**config.mk**
```make
export PLATFORM = sky130hd
export DESIGN_NAME = scd_strap_decoder
export DESIGN_NICKNAME = d
export VERILOG_FILES = /design/src/hdl/scd_pkg.sv /design/src/hdl/scd_strap_decoder.sv
export VERILOG_INCLUDE_DIRS = /design/src /design/src/hdl
export SDC_FILE = /design/constraint.sdc
export NUM_CORES = 1
export LEC_CHECK = 0
export ABC_CLOCK_PERIOD_IN_PS = 2100
export BUFFER_PORTS_ARGS = -buffer_cell sky130_fd_sc_hd__buf_4
export CAP_MARGIN = 20
export CORE_UTILIZATION = 43
export DETAILED_ROUTE_END_ITERATION = 8
export PLACE_DENSITY = 0.8
export SYNTH_ARGS = -nofsm -noshare
export SYNTH_HDL_FRONTEND = slang
export SYNTH_SLANG_ARGS = --single-unit
```
**constraint.sdc**
```tcl
create_clock -name clk_i -period 2.1 [get_ports clk_i]
set_input_delay 0.42 -clock clk_i [delete_from_list [all_inputs] [get_ports clk_i]]
set_output_delay 0.42 -clock clk_i [all_outputs]
set_load 0.05 [all_outputs]
```
**src/hdl/scd_map.svh**
```systemverilog
// strap map constants for the strap configuration decoder
// assumes inclusion by the package and the decoder module only
`ifndef SCD_MAP_SVH
`define SCD_MAP_SVH

`define SCD_STRAP_W 20
`define SCD_BIT_LANE_REV 2
`define SCD_BIT_DBG_PRIV 3
`define SCD_BIF_LO 5
`define SCD_BIF_HI 6
`define SCD_BIF_X8_2X4 2'h0
`define SCD_BIF_RSVD 2'h1
`define SCD_BIF_2X8 2'h2
`define SCD_STRAP_RST 20'hFFFFF
`define SCD_DRIVEN_RST 20'h00000
`define SCD_SYNC_RST 2'h0

`endif

```
**src/hdl/scd_pkg.sv**
```systemverilog
// types for the strap configuration decoder
// assumes scd_map.svh sits beside it
`include "scd_map.svh"
package scd_pkg;

  typedef enum logic [2:0] {
    SCD_BIF_SPLIT_X8_2X4 = 3'h1,
    SCD_BIF_SPLIT_2X8    = 3'h2,
    SCD_BIF_SPLIT_BAD    = 3'h4
  } scd_bif_t;

  typedef enum logic [1:0] {
    SCD_ST_CAPTURE = 2'h1,
    SCD_ST_HOLD    = 2'h2
  } scd_state_t;

  typedef struct packed {
    logic lane_reversed;
    logic debug_optin_forced;
    scd_bif_t bifurcation;
  } scd_cfg_t;

endpackage

```
**src/hdl/scd_strap_decoder.sv**
```systemverilog
// strap decoder: samples board straps during platform reset, holds decoded settings
// assumes straps and the sideband come from pins outside the clk_i domain
//
// Notes on behaviour
// - an unterminated strap reads as one.
// - lane-reversal strap high keeps normal numbering, low reverses x16 lanes.
// - privacy strap high follows debug opt-in bit 0, low overrides default.
// - bifurcation 00 one x8 two x4, 10 two x8, 01 reserved.
// - reserved strap bits have no configuration effect.
// - the platform sideband status is received on its input.
`timescale 1ns/1ns
`default_nettype none
`include "scd_map.svh"

module scd_strap_decoder
  import scd_pkg::*;
(
  // clock and reset
  input wire logic clk_i,
  input wire logic rst_n_i,
  // platform reset and board straps
  input wire logic platform_rst_n_i,
  input wire logic [`SCD_STRAP_W-1:0] strap_i,
  input wire logic [`SCD_STRAP_W-1:0] strap_driven_i,
  // debug opt-in register bit 0
  input wire logic debug_optin_bit0_i,
  // power-management sideband
  input wire logic power_state_sideband_i,
  // decoded settings
  output scd_cfg_t cfg_o,
  output logic debug_enable_o,
  output logic power_state_o,
  output logic cfg_valid_o
);

  ////////////////////////////////////////////////////////////////////////////
  // pin synchronisers; first stage feeds only the second
  logic [`SCD_STRAP_W-1:0] strap_s1;
  logic [`SCD_STRAP_W-1:0] strap_s2;
  logic [`SCD_STRAP_W-1:0] driven_s1;
  logic [`SCD_STRAP_W-1:0] driven_s2;
  logic prst_s1;
  logic prst_s2;
  logic pm_s1;
  logic pm_s2;
  logic [`SCD_STRAP_W-1:0] eff_strap;

  // undriven straps float to one; both pins are synchronised before the mux
  genvar g;
  generate
    for (g = 0; g < `SCD_STRAP_W; g++) begin : g_term
      assign eff_strap[g] = driven_s2[g] ? strap_s2[g] : 1'b1;
    end
  endgenerate

  always_ff @(posedge clk_i or negedge rst_n_i) begin
    if (!rst_n_i) begin
      strap_s1 <= `SCD_STRAP_RST;
      strap_s2 <= `SCD_STRAP_RST;
      driven_s1 <= `SCD_DRIVEN_RST;
      driven_s2 <= `SCD_DRIVEN_RST;
      prst_s1 <= 1'b0;
      prst_s2 <= 1'b0;
      pm_s1 <= 1'b0;
      pm_s2 <= 1'b0;
    end else begin
      strap_s1 <= strap_i;
      strap_s2 <= strap_s1;
      driven_s1 <= strap_driven_i;
      driven_s2 <= driven_s1;
      prst_s1 <= platform_rst_n_i;
      prst_s2 <= prst_s1;
      pm_s1 <= power_state_sideband_i;
      pm_s2 <= pm_s1;
    end
  end

  ////////////////////////////////////////////////////////////////////////////
  // decode
  function automatic scd_bif_t scd_decode_bif(input logic [1:0] code);
    case (code)
      `SCD_BIF_X8_2X4: scd_decode_bif = SCD_BIF_SPLIT_X8_2X4;
      `SCD_BIF_2X8: scd_decode_bif = SCD_BIF_SPLIT_2X8;
      default: scd_decode_bif = SCD_BIF_SPLIT_BAD;
    endcase
  endfunction

  // only bits 2, 3, 6:5 are read; the rest are ignored
  wire logic lane_rev_w = ~eff_strap[`SCD_BIT_LANE_REV];
  wire logic dbg_force_w = ~eff_strap[`SCD_BIT_DBG_PRIV];
  wire scd_bif_t bif_w = scd_decode_bif(eff_strap[`SCD_BIF_HI:`SCD_BIF_LO]);
  // override leaves debug disabled rather than trusting the default
  wire logic dbg_en_w = cfg_o.debug_optin_forced ? 1'b0 : debug_optin_bit0_i;

  ////////////////////////////////////////////////////////////////////////////
  // capture while platform reset is low, then hold
  scd_state_t state;
  scd_state_t next_state;

  always_comb begin
    case (state)
      SCD_ST_CAPTURE: next_state = prst_s2 ? SCD_ST_HOLD : SCD_ST_CAPTURE;
      SCD_ST_HOLD: next_state = prst_s2 ? SCD_ST_HOLD : SCD_ST_CAPTURE;
      default: next_state = SCD_ST_CAPTURE;
    endcase
  end

  wire logic capture_w = (state == SCD_ST_CAPTURE) && !prst_s2;

  always_ff @(posedge clk_i or negedge rst_n_i) begin
    if (!rst_n_i) begin
      state <= SCD_ST_CAPTURE;
      cfg_o <= '{lane_reversed: 1'b0, debug_optin_forced: 1'b0,
                 bifurcation: SCD_BIF_SPLIT_BAD};
      cfg_valid_o <= 1'b0;
      debug_enable_o <= 1'b0;
      power_state_o <= 1'b0;
    end else begin
      state <= next_state;
      if (capture_w) begin
        cfg_o <= '{lane_reversed: lane_rev_w, debug_optin_forced: dbg_force_w,
                   bifurcation: bif_w};
      end
      cfg_valid_o <= (next_state == SCD_ST_HOLD);
      debug_enable_o <= dbg_en_w;
      power_state_o <= pm_s2;
    end
  end

endmodule // scd_strap_decoder
`default_nettype wire
```
==> summary.md, run 1 <==
| Metric | Value |
|---|---|
| Final wirelength | `1.105 mm` |
| Final hold viol count | `0` |
| Max-cap violations | `0` |
| Most common cell after layout, fill and taps aside | `buf_4` |
| Final worst-path cycle share | `68.51%` |
| Period minus WS final | `about 1.4 ns` |
| Post-synthesis cell area | `roughly 870 sq um` |
| Die area | `2206 sq um` |
| Net Sw Power | `0.0004757 W` |
| Largest net degree at the start of global routing | `30` |
| # setup viols final | `0` |
| I/O pin count | `53` |
| Post-DR vias/cell | `around 4.2` |
| Area leader, netlist | `dfrtp_1` |
| Number of global-route vias before repair | `411` |
| Die Y | `between 40 and 50 um` |
| YS warnings | `0` |
| LEAKAGE | `between 0.5 and 0.6 nW` |
| Crit-path max cell delay | `0.53 ns` |
| Hold buffers post-CTS | `0` |
| Gr ovfl total | `0` |
| FF+latch count, synth | `29` |
| GRT Total Usage | `13.15%` |
| GPL Wtd Cong | `~0.70` |
| Slew HR | `77.56%` |
| Initial antenna violation count | `0` |
| Reg power frac | `48.3%` |
| VDD IR max | `roughly 650 uV` |
| Logic pwr share | `29.2%` |
| Clock Skew | `0.006275 ns` |
| Syn Inst Count | `46` |
| Register area share after synthesis | `84.89%` |
| Sw frac | `approximately 33%` |
| ANT nets after route | `0` |
| CTS H-tree lvls | `2` |
| ANT cells | `0` |
| DRC | `0` |
| Initial Utilization | `about half` |
| Status | `finished clean` |
| DRT iter0 DRCs | `1` |
| Crit Path Class | `register to primary output` |
| Slowest cell on crit path | `dfstp_2` |
| Fraction of layout cells with a size suffix above 1 | `~53%` |
| First-pass GRT wire length | `between 1.5 and 2 mm` |
| IO Port Bufs | `20` |
| Pwr per Cell Area | `between 1000 and 1500 nW/um^2` |
| F_max | `between 600 and 700 MHz` |
| CORE AREA | `~1800 sq um` |
| Hold_ws | `0.01764 ns` |
| DIE WIDTH | `46.97 um` |
| Crit path max fanout | `2` |
| Clock Sinks | `29` |
| Gates resized, CTS repair | `0` |
| CP top delay family | `flip-flops` |
| Site row count | `15` |
| Crit path launch type | `register` |
| Post-CTS Setup Inserts | `0` |
| Yosys top cell area share | `54.68%` |
| Actual slew at the worst max-slew pin | `roughly 0.34 ns` |
| Worst-path clk slew | `approximately 0.080 ns` |
| Most frequent cells in the layout | `buf_4, dfrtp_1, dfstp_2` |
| Average wire per standard cell | `11.16 um` |
| Fin Setup TNS | `0 ns` |
| Syn Area/Cell | `around 19 sq um` |
| Area delta synth->final | `27.63%` |
| RSZ-0062 raised after global routing | `no` |
| CP bufs+invs | `1` |
| Post-DP HPWL | `750 um` |
| Net Count, Synth | `around 90` |
| CTS tree | `yes` |
| Ranking of synthesized cells by area | `dfrtp_1, dfstp_2, nor2b_1` |
| Fin. max-slew vios | `0` |
| Max clock buf depth | `2` |
| CP required | `roughly 1.7 ns` |
| Worst skew pair latency | `about 0.30 ns` |
| Nets | `around 120` |
| Distinct cell type count after synthesis | `12` |
| Crit-path cells | `buf_4` |
| Clock power share | `22.5%` |
| Via count | `420` |
| CTS Buf Count | `5` |
| Internal power | `0.0009633 W` |
| Clock root buffer | `clkbuf_4` |
| CP arrival | `a little over 1 ns` |
| Initial DRT Pass Iterations | `2` |
| Hold/Removal Path Class | `input port to async pin` |
| CP Capture Type | `primary output` |
[metal layers]
metal  vias up  part of all wire, %  wire (um)  track usage, %
met5         -                    0          0               0
met4         0                  1.2         13           8.571
met3         2                  5.3         59           8.077
met2        18                   54        595           21.11
met1       199                   39        436           12.57
li1        201                    -          -               -
[final cells by class]
| type | count | area, sq um |
|---|---|---|
| clock buffer | 8 | 58.81 |
| fill | 163 | 691.9 |
| inverter | 4 | 15.01 |
| multi-input combinational | 13 | 116.4 |
| sequential | 29 | 738.2 |
| tap | 25 | 31.28 |
| timing repair buffer | 20 | 150.1 |
[power groups by stage]
stage               sequential, W  clock [W]  combinational [W]
floorplan                0.000893          0          0.0000956
global placement         0.000701          0           0.000414
detailed placement       0.000707          0           0.000422
CTS                      0.000696   0.000337           0.000424
global route             0.000707   0.000359           0.000449
finish                   0.000695   0.000324           0.000420
[logic make-up after synthesis]
group,after synthesis,synth area share [%]
DFF,29,84.89
and+or+nand+nor,7,6.618
buffers and inverters,4,1.726
AOI/OAI and AO/OA,3,2.733
muxes,2,2.590
adders and majority gates,1,1.439
[synth_stat cells]
master	n
a22o_1	1
a32o_1	1
mux2_2	2
and4bb_1	1
dfstp_2	10
ha_1	1
nand2b_1	1
inv_1	4
nand2b_4	1
a21oi_1	1
nor2b_1	4
dfrtp_1	19
[flip-flops by register name (all words and copies together), names as in the netlist]
name	cells
strap_s1	4
cfg_valid_o	1
strap_s2	4
cfg_o	5
pm_s2	1
prst_s1	1
debug_enable_o	1
state	1
prst_s2	1
driven_s1	4
driven_s2	4
power_state_o	1
pm_s1	1
[per-stage QoR]
step                total power, W  setup WS [ns]  util, %  std cells  cell area [sq um]
floorplan                0.0009885         0.5861        -         46              869.6
global placement          0.001115         0.8997    58.33         91               1051
detailed placement        0.001128         0.8792    58.33         91               1051
CTS                       0.001458         0.6464    61.60         99               1110
global route              0.001515         0.6169    61.60         99               1110
finish                    0.001439         0.6613    61.60         99               1110
[worst paths after layout]
check / end / slack, ns / from / cells after the start
setup / recovery: cfg_o[2] / 0.66 / cfg_o[2] / 1
hold / removal: driven_s2[5] / 0.02 / rst_n_i / 1
setup reg to reg: cfg_o[0] / 0.85 / state[0] / 3
hold reg to reg: driven_s2[3] / 0.35 / driven_s1[3] / 0
max in group asynchronous: strap_s1[2] / 1.78 / rst_n_i / 1
min in group clk_i: strap_s1[3] / 0.22 / strap_i[3] / 1
(Power assumes the default switching activity.)
==> run 2: changes to the inputs <==
ABC_CLOCK_PERIOD_IN_PS = 1500   (was 2100)
CORE_UTILIZATION = 40   (was 43)
PLACE_DENSITY = 0.75   (was 0.8)
clock period = 1.5 ns   (was 2.1 ns; I/O delays follow)
==> summary.md, run 2 (synthesis gave the netlist of run 1 again) <==
| Metric | Value |
|---|---|
| WHS Endpoint | `driven_s1[6]` |
| Initial antenna violation count | `0 (unchanged)` |
| Post-CTS Setup Inserts | `0 (unchanged)` |
| CP arrival | `1.03 ns (about the same)` |
| Clock Sinks | `29 (unchanged)` |
| Die area | `2364 sq um (+7.2%)` |
| RSZ-0062 raised after global routing | `no` |
| # fillers | `180 (+10%)` |
| Gr ovfl total | `0 (unchanged)` |
| LEAKAGE | `0.5503 nW (+3.0%)` |
| Clock root buffer | `clkbuf_4` |
| Post-DR vias/cell | `4.157 (-2.0%)` |
| Max-cap violations | `0 (unchanged)` |
| VDD IR max | `860.5 uV (+31%)` |
| Fin. max-slew vios | `0 (unchanged)` |
| Dpl ws | `0.2806 ns (-0.5986 ns)` |
| Max clock buf depth | `2 (unchanged)` |
| Initial Utilization | `43.44% (-4.8 points)` |
| Hold_ws | `0.09629 ns (+0.07865 ns)` |
| CORE AREA | `2002 sq um (+11%)` |
| Nets | `120 (+0.84%)` |
| ANT nets after route | `0 (unchanged)` |
| Site row count | `16 (+1)` |
| Worst skew pair latency | `0.30 ns (about the same)` |
| Final hold viol count | `0 (unchanged)` |
| Clock Skew | `0.008708 ns (+0.002432 ns)` |
| Most common cell after layout, fill and taps aside | `buf_4` |
| CTS H-tree lvls | `2 (unchanged)` |
| Via count | `424 (+0.95%)` |
| Initial DRT Pass Iterations | `2 (unchanged)` |
| Most frequent cells in the layout | `buf_4, dfrtp_1, dfstp_2` |
| IO Port Bufs | `20 (unchanged)` |
| CP bufs+invs | `1 (unchanged)` |
| Slowest cell on crit path | `dfstp_2` |
| Final worst-path cycle share | `approximately nine tenths` |
| CP required | `1.20 ns (-0.48 ns)` |
| I/O pin count | `53 (unchanged)` |
| ANT cells | `0 (unchanged)` |
| Final WS setup | `0.1747 ns (-0.4866 ns)` |
| Hold/Removal Path Class | `input port to register` |
| HP Start | `strap_driven_i[6]` |
| Slew HR | `78.18% (+0.61 points)` |
| Hold buffers post-CTS | `1 (+1)` |
| Crit-path cells | `buf_4` |
| F_max | `roughly 750 MHz` |
| DIE WIDTH | `48.63 um (+3.5%)` |
| Gates resized, CTS repair | `0 (unchanged)` |
| DRC | `0 (unchanged)` |
| Fin Setup TNS | `0 ns (unchanged)` |
| GPL Wtd Cong | `0.6589 (-5.3%)` |
| Crit Path Class | `register to primary output` |
| Hold Path Stages | `1` |
| DRT iter0 DRCs | `4 (+3)` |
| CTS tree | `yes` |
| R2R Setup Slk | `0.27 ns (-0.58 ns)` |
| Worst-path clk slew | `0.09 ns (about the same)` |
| RR Startpoint | `cfg_valid_o` |
| Actual slew at the worst max-slew pin | `0.3274 ns (-0.009166 ns)` |
| Crit-path max cell delay | `0.53 ns (about the same)` |
| Largest net degree at the start of global routing | `30 (unchanged)` |
| Period minus WS final | `1.325 ns` |
| Status | `finished clean` |
| Worst Reg-to-Reg Cells | `4 (+1)` |
| GRT Total Usage | `10.62% (-2.5 points)` |
| Number of global-route vias before repair | `406 (-1.2%)` |
| Fraction of layout cells with a size suffix above 1 | `54.67% (+2.0 points)` |
| Average wire per standard cell | `9.912 um (-11%)` |
| Crit path max fanout | `2 (unchanged)` |
| CP Capture Type | `primary output` |
| # setup viols final | `0 (unchanged)` |
| Final wirelength | `1.011 mm (-8.5%)` |
| Crit path launch type | `register` |
| Crit. Startpoint | `cfg_o[2]` |
| CP top delay family | `flip-flops` |
| RR Endpoint | `cfg_o[0]` |
| Area delta synth->final | `32.23%` |
| Reg with most FFs | `cfg_o` |
| First-pass GRT wire length | `1.725 mm (-0.75%)` |
| Max FFs per register | `5 (unchanged)` |
| Die Y | `48.63 um (+3.5%)` |
| CTS Buf Count | `5 (unchanged)` |
| Pwr per Cell Area | `1908 nW/um^2 (+47%)` |
run 2: cell count changes in the layout (fill, tap and decap cells not counted), sizes merged:
cell / before / now
bufinv: 0 / 1
clkbuf: 8 / 7
dlygate4sd3: 0 / 1
run 2: worst max-delay path by stage:
stage	end	slack, ns	cells after the start
2_1_floorplan	cfg_o[0]	0.12	4
3_3_place_gp	cfg_o[0]	0.30	4
3_5_place_dp	cfg_o[0]	0.28	4
4_1_cts	cfg_o[2]	0.16	1
5_1_grt	cfg_o[2]	0.13	1
6_report	cfg_o[2]	0.17	1
run 2: metrics by stage:
stage          std cells  total power [W]  area [sq um]  utilization, %
2_1_floorplan         46         0.001387         870.8               -
3_3_place_gp          93         0.001560          1055           52.69
3_5_place_dp          93         0.001585          1055           52.69
4_1_cts              102         0.002224          1150           57.44
5_1_grt              102         0.002298          1150           57.44
6_report             102         0.002194          1150           57.44
run 2: cell type report:
type | count | area (sq um) | share of cell area, %
multi-input cells | 13 | 116.4 | 10.12
repair buffers | 21 | 160.2 | 13.93
clock buffers | 7 | 55.05 | 4.788
flip-flops and latches | 29 | 739.5 | 64.31
inverters | 4 | 15.01 | 1.306
well taps | 27 | 33.78 | 2.938
clock inverters | 1 | 30.03 | 2.612
run 2: metal layers:
metal | wire (um) | share of wire, % | up-vias | GRT usage (%)
li1 | - | - | 203 | -
met3 | 88 | 8.7 | 0 | 6.604
met2 | 548 | 54 | 19 | 15.74
met1 | 374 | 37 | 202 | 11.66
met4 | 0 | 0 | 0 | 5.882
met5 | 0 | 0 | - | 0
run 2: report_power, final:
| part | switching, W | total [W] | internal [W] |
|---|---|---|---|
| logic | 0.000390 | 0.000590 | 0.000199 |
| clock network | 0.000235 | 0.000633 | 0.000398 |
| registers | 0.0000498 | 0.000972 | 0.000922 |
| total | 0.000675 | 0.00219 | 0.00152 |
==> run 3: changes to the inputs <==
ABC_CLOCK_PERIOD_IN_PS = 1600   (was 1500)
BUFFER_PORTS_ARGS = unset   (was -buffer_cell sky130_fd_sc_hd__buf_4)
CORE_UTILIZATION = 61   (was 40)
DONT_BUFFER_PORTS = 1   (was unset)
PLACE_DENSITY = 0.77   (was 0.75)
clock period = 1.6 ns   (was 1.5 ns; I/O delays follow)
==> summary.md, run 3 (synthesis gave the netlist of run 1 again) <==
| Metric | Value |
|---|---|
| Status | `finished clean` |
| Initial DRT Pass Iterations | `4 (+2)` |
| DRC | `0 (unchanged)` |
| Final wirelength | `961 um (-4.9%)` |
| CTS tree | `yes` |
| Average wire per standard cell | `12.64 um (+28%)` |
| Area delta synth->final | `20.86%` |
| I/O pin count | `53 (unchanged)` |
| Sw frac | `31.73% (+0.97 points)` |
| Crit Path Class | `register to primary output` |
| GRT Max-Usage Layer | `met2` |
| First-pass GRT wire length | `1.428 mm (-17%)` |
| CP required | `1.28 ns (+0.08 ns)` |
| Gates resized, CTS repair | `0 (unchanged)` |
| DIE WIDTH | `39.76 um (-18%)` |
| Number of global-route vias before repair | `366 (-9.9%)` |
| Net Sw Power | `0.0006214 W (-7.9%)` |
| Nets | `106 (-12%)` |
| Via count | `384 (-9.4%)` |
| Hold/Removal Path Class | `input port to register` |
| # setup viols final | `0 (unchanged)` |
| Period minus WS final | `1.332 ns` |
| CP arrival | `1.01 ns (-0.02 ns)` |
| Final worst-path cycle share | `a little over four fifths` |
| Global routing usage on met3 | `8.523% (+1.9 points)` |
| CP Capture Type | `primary output` |
| Clock Sinks | `29 (unchanged)` |
| Die Y | `39.76 um (-18%)` |
| GRT Total Usage | `15.92% (+5.3 points)` |
| Crit path launch type | `register` |
| Post-DR vias/cell | `5.053 (+22%)` |
| Final hold viol count | `0 (unchanged)` |
| Max-cap violations | `0 (unchanged)` |
| GPL Wtd Cong | `0.5951 (-9.7%)` |
| LEAKAGE | `0.4849 nW (-12%)` |
| DRT iter0 DRCs | `4 (unchanged)` |
| ANT nets after route | `0 (unchanged)` |
| Max clock buf depth | `2 (unchanged)` |
| Most common cell after layout, fill and taps aside | `dfrtp_1` |
| Post-route core utilization | `79.77% (+22 points)` |
| CORE AREA | `1318 sq um (-34%)` |
| CTS H-tree lvls | `2 (unchanged)` |
| Post-DP HPWL | `605.1 um` |
| Pwr per Cell Area | `1863 nW/um^2 (-2.3%)` |
| Hold_ws | `0.04140 ns (-0.05489 ns)` |
| Internal power | `0.001337 W (-12%)` |
| Most frequent cells in the layout | `dfrtp_1, dfstp_2, clkbuf_4, dlygate4sd3_1` |
| F_max | `750.5 MHz` |
| Met1 GRT Util | `17.34% (+5.7 points)` |
| VDD IR max | `1015 uV (+18%)` |
| Initial Utilization | `66.00% (+23 points)` |
| Worst-path clk slew | `0.09 ns (about the same)` |
| Fraction of layout cells with a size suffix above 1 | `36.07% (-19 points)` |
| Largest net degree at the start of global routing | `30 (unchanged)` |
| IO Port Bufs | `0 (-100%)` |
| Gr ovfl total | `0 (unchanged)` |
| CTS Buf Count | `5 (unchanged)` |
| Clock root buffer | `clkbuf_4` |
| Slew HR | `66.88% (-11 points)` |
| RSZ-0062 raised after global routing | `no` |
| Actual slew at the worst max-slew pin | `0.4968 ns (+0.1694 ns)` |
| Logic pwr share | `11.8% (-15 points)` |
| Met2 Usage GRT | `22.54% (+6.8 points)` |
| Site row count | `13 (-3)` |
| Die area | `1580 sq um (-33%)` |
| Initial antenna violation count | `0 (unchanged)` |
| Clock Skew | `0.009388 ns (+0.0006808 ns)` |
| Max FFs per register | `5 (unchanged)` |
| Reg with most FFs | `cfg_o` |
| Reg power frac | `57.7% (+13 points)` |
| Clock power share | `30.5% (+1.7 points)` |
| ANT cells | `0 (unchanged)` |
| Fin. max-slew vios | `0 (unchanged)` |
| Crit path max fanout | `2 (unchanged)` |
| Fin Setup TNS | `0 ns (unchanged)` |
| Worst skew pair latency | `0.31 ns (about the same)` |
## run 3: cell count changes in the layout (fill, tap and decap cells not counted)
cell	change
buf_4	-19
dfrtp_2	-1
buf_12	+1
dfrtp_1	+1
dlygate4sd3_1	+4
## run 3: path summary, 6_finish.rpt
| kind | from | end | slack (ns) | depth (start not counted) |
|---|---|---|---|---|
| hold / removal | power_state_sideband_i | pm_s1 | 0.04 | 0 |
| min in group asynchronous | rst_n_i | debug_enable_o | 0.44 | 2 |
| setup reg to reg | cfg_valid_o | cfg_o[0] | 0.39 | 4 |
| max in group asynchronous | rst_n_i | strap_s1[3] | 0.93 | 2 |
| hold reg to reg | driven_s1[3] | driven_s2[3] | 0.34 | 0 |
| setup / recovery | cfg_o[2] | cfg_o[2] | 0.27 | 0 |
## run 3: through the flow
step                cell area (sq um)  total power [W]  worst slack [ns]  instances
floorplan                       869.6         0.001297           0.08612         46
global placement                895.9         0.001334            0.4167         62
detailed placement              895.9         0.001351            0.3881         62
CTS                              1051         0.001973            0.2582         76
global route                     1051         0.002042            0.2312         76
finish                           1051         0.001959            0.2676         76
## run 3: repair_timing
action,in CTS,in global routing
hold buffers,6,0
buffers inserted,0,0
hold endpoints to repair,33,0
## run 3: cell type report
| class | count | area (sq um) |
|---|---|---|
| Clock inverter | 1 | 30.03 |
| Clock buffer | 7 | 55.05 |
| Inverter | 4 | 15.01 |
| Sequential cell | 29 | 738.2 |
| Tap cell | 15 | 18.77 |
| Multi-Input combinational cell | 13 | 116.4 |
| Fill cell | 65 | 266.5 |
| Timing Repair Buffer | 7 | 77.57 |
## run 3: power by group through the flow
| stage | Clock, W | Combinational (W) | Sequential (W) |
|---|---|---|---|
| 2_1_floorplan | 0 | 0.000125 | 0.00117 |
| 3_3_place_gp | 0 | 0.000194 | 0.00114 |
| 3_5_place_dp | 0 | 0.000205 | 0.00115 |
| 4_1_cts | 0.000608 | 0.000234 | 0.00113 |
| 5_1_grt | 0.000637 | 0.000258 | 0.00115 |
| 6_report | 0.000597 | 0.000231 | 0.00113 |
## run 3: metal layers
metal / up-vias / routed length [um]
met5: - / 0
met4: 0 / 0
met3: 0 / 74
met2: 20 / 487
met1: 189 / 399
li1: 175 / -
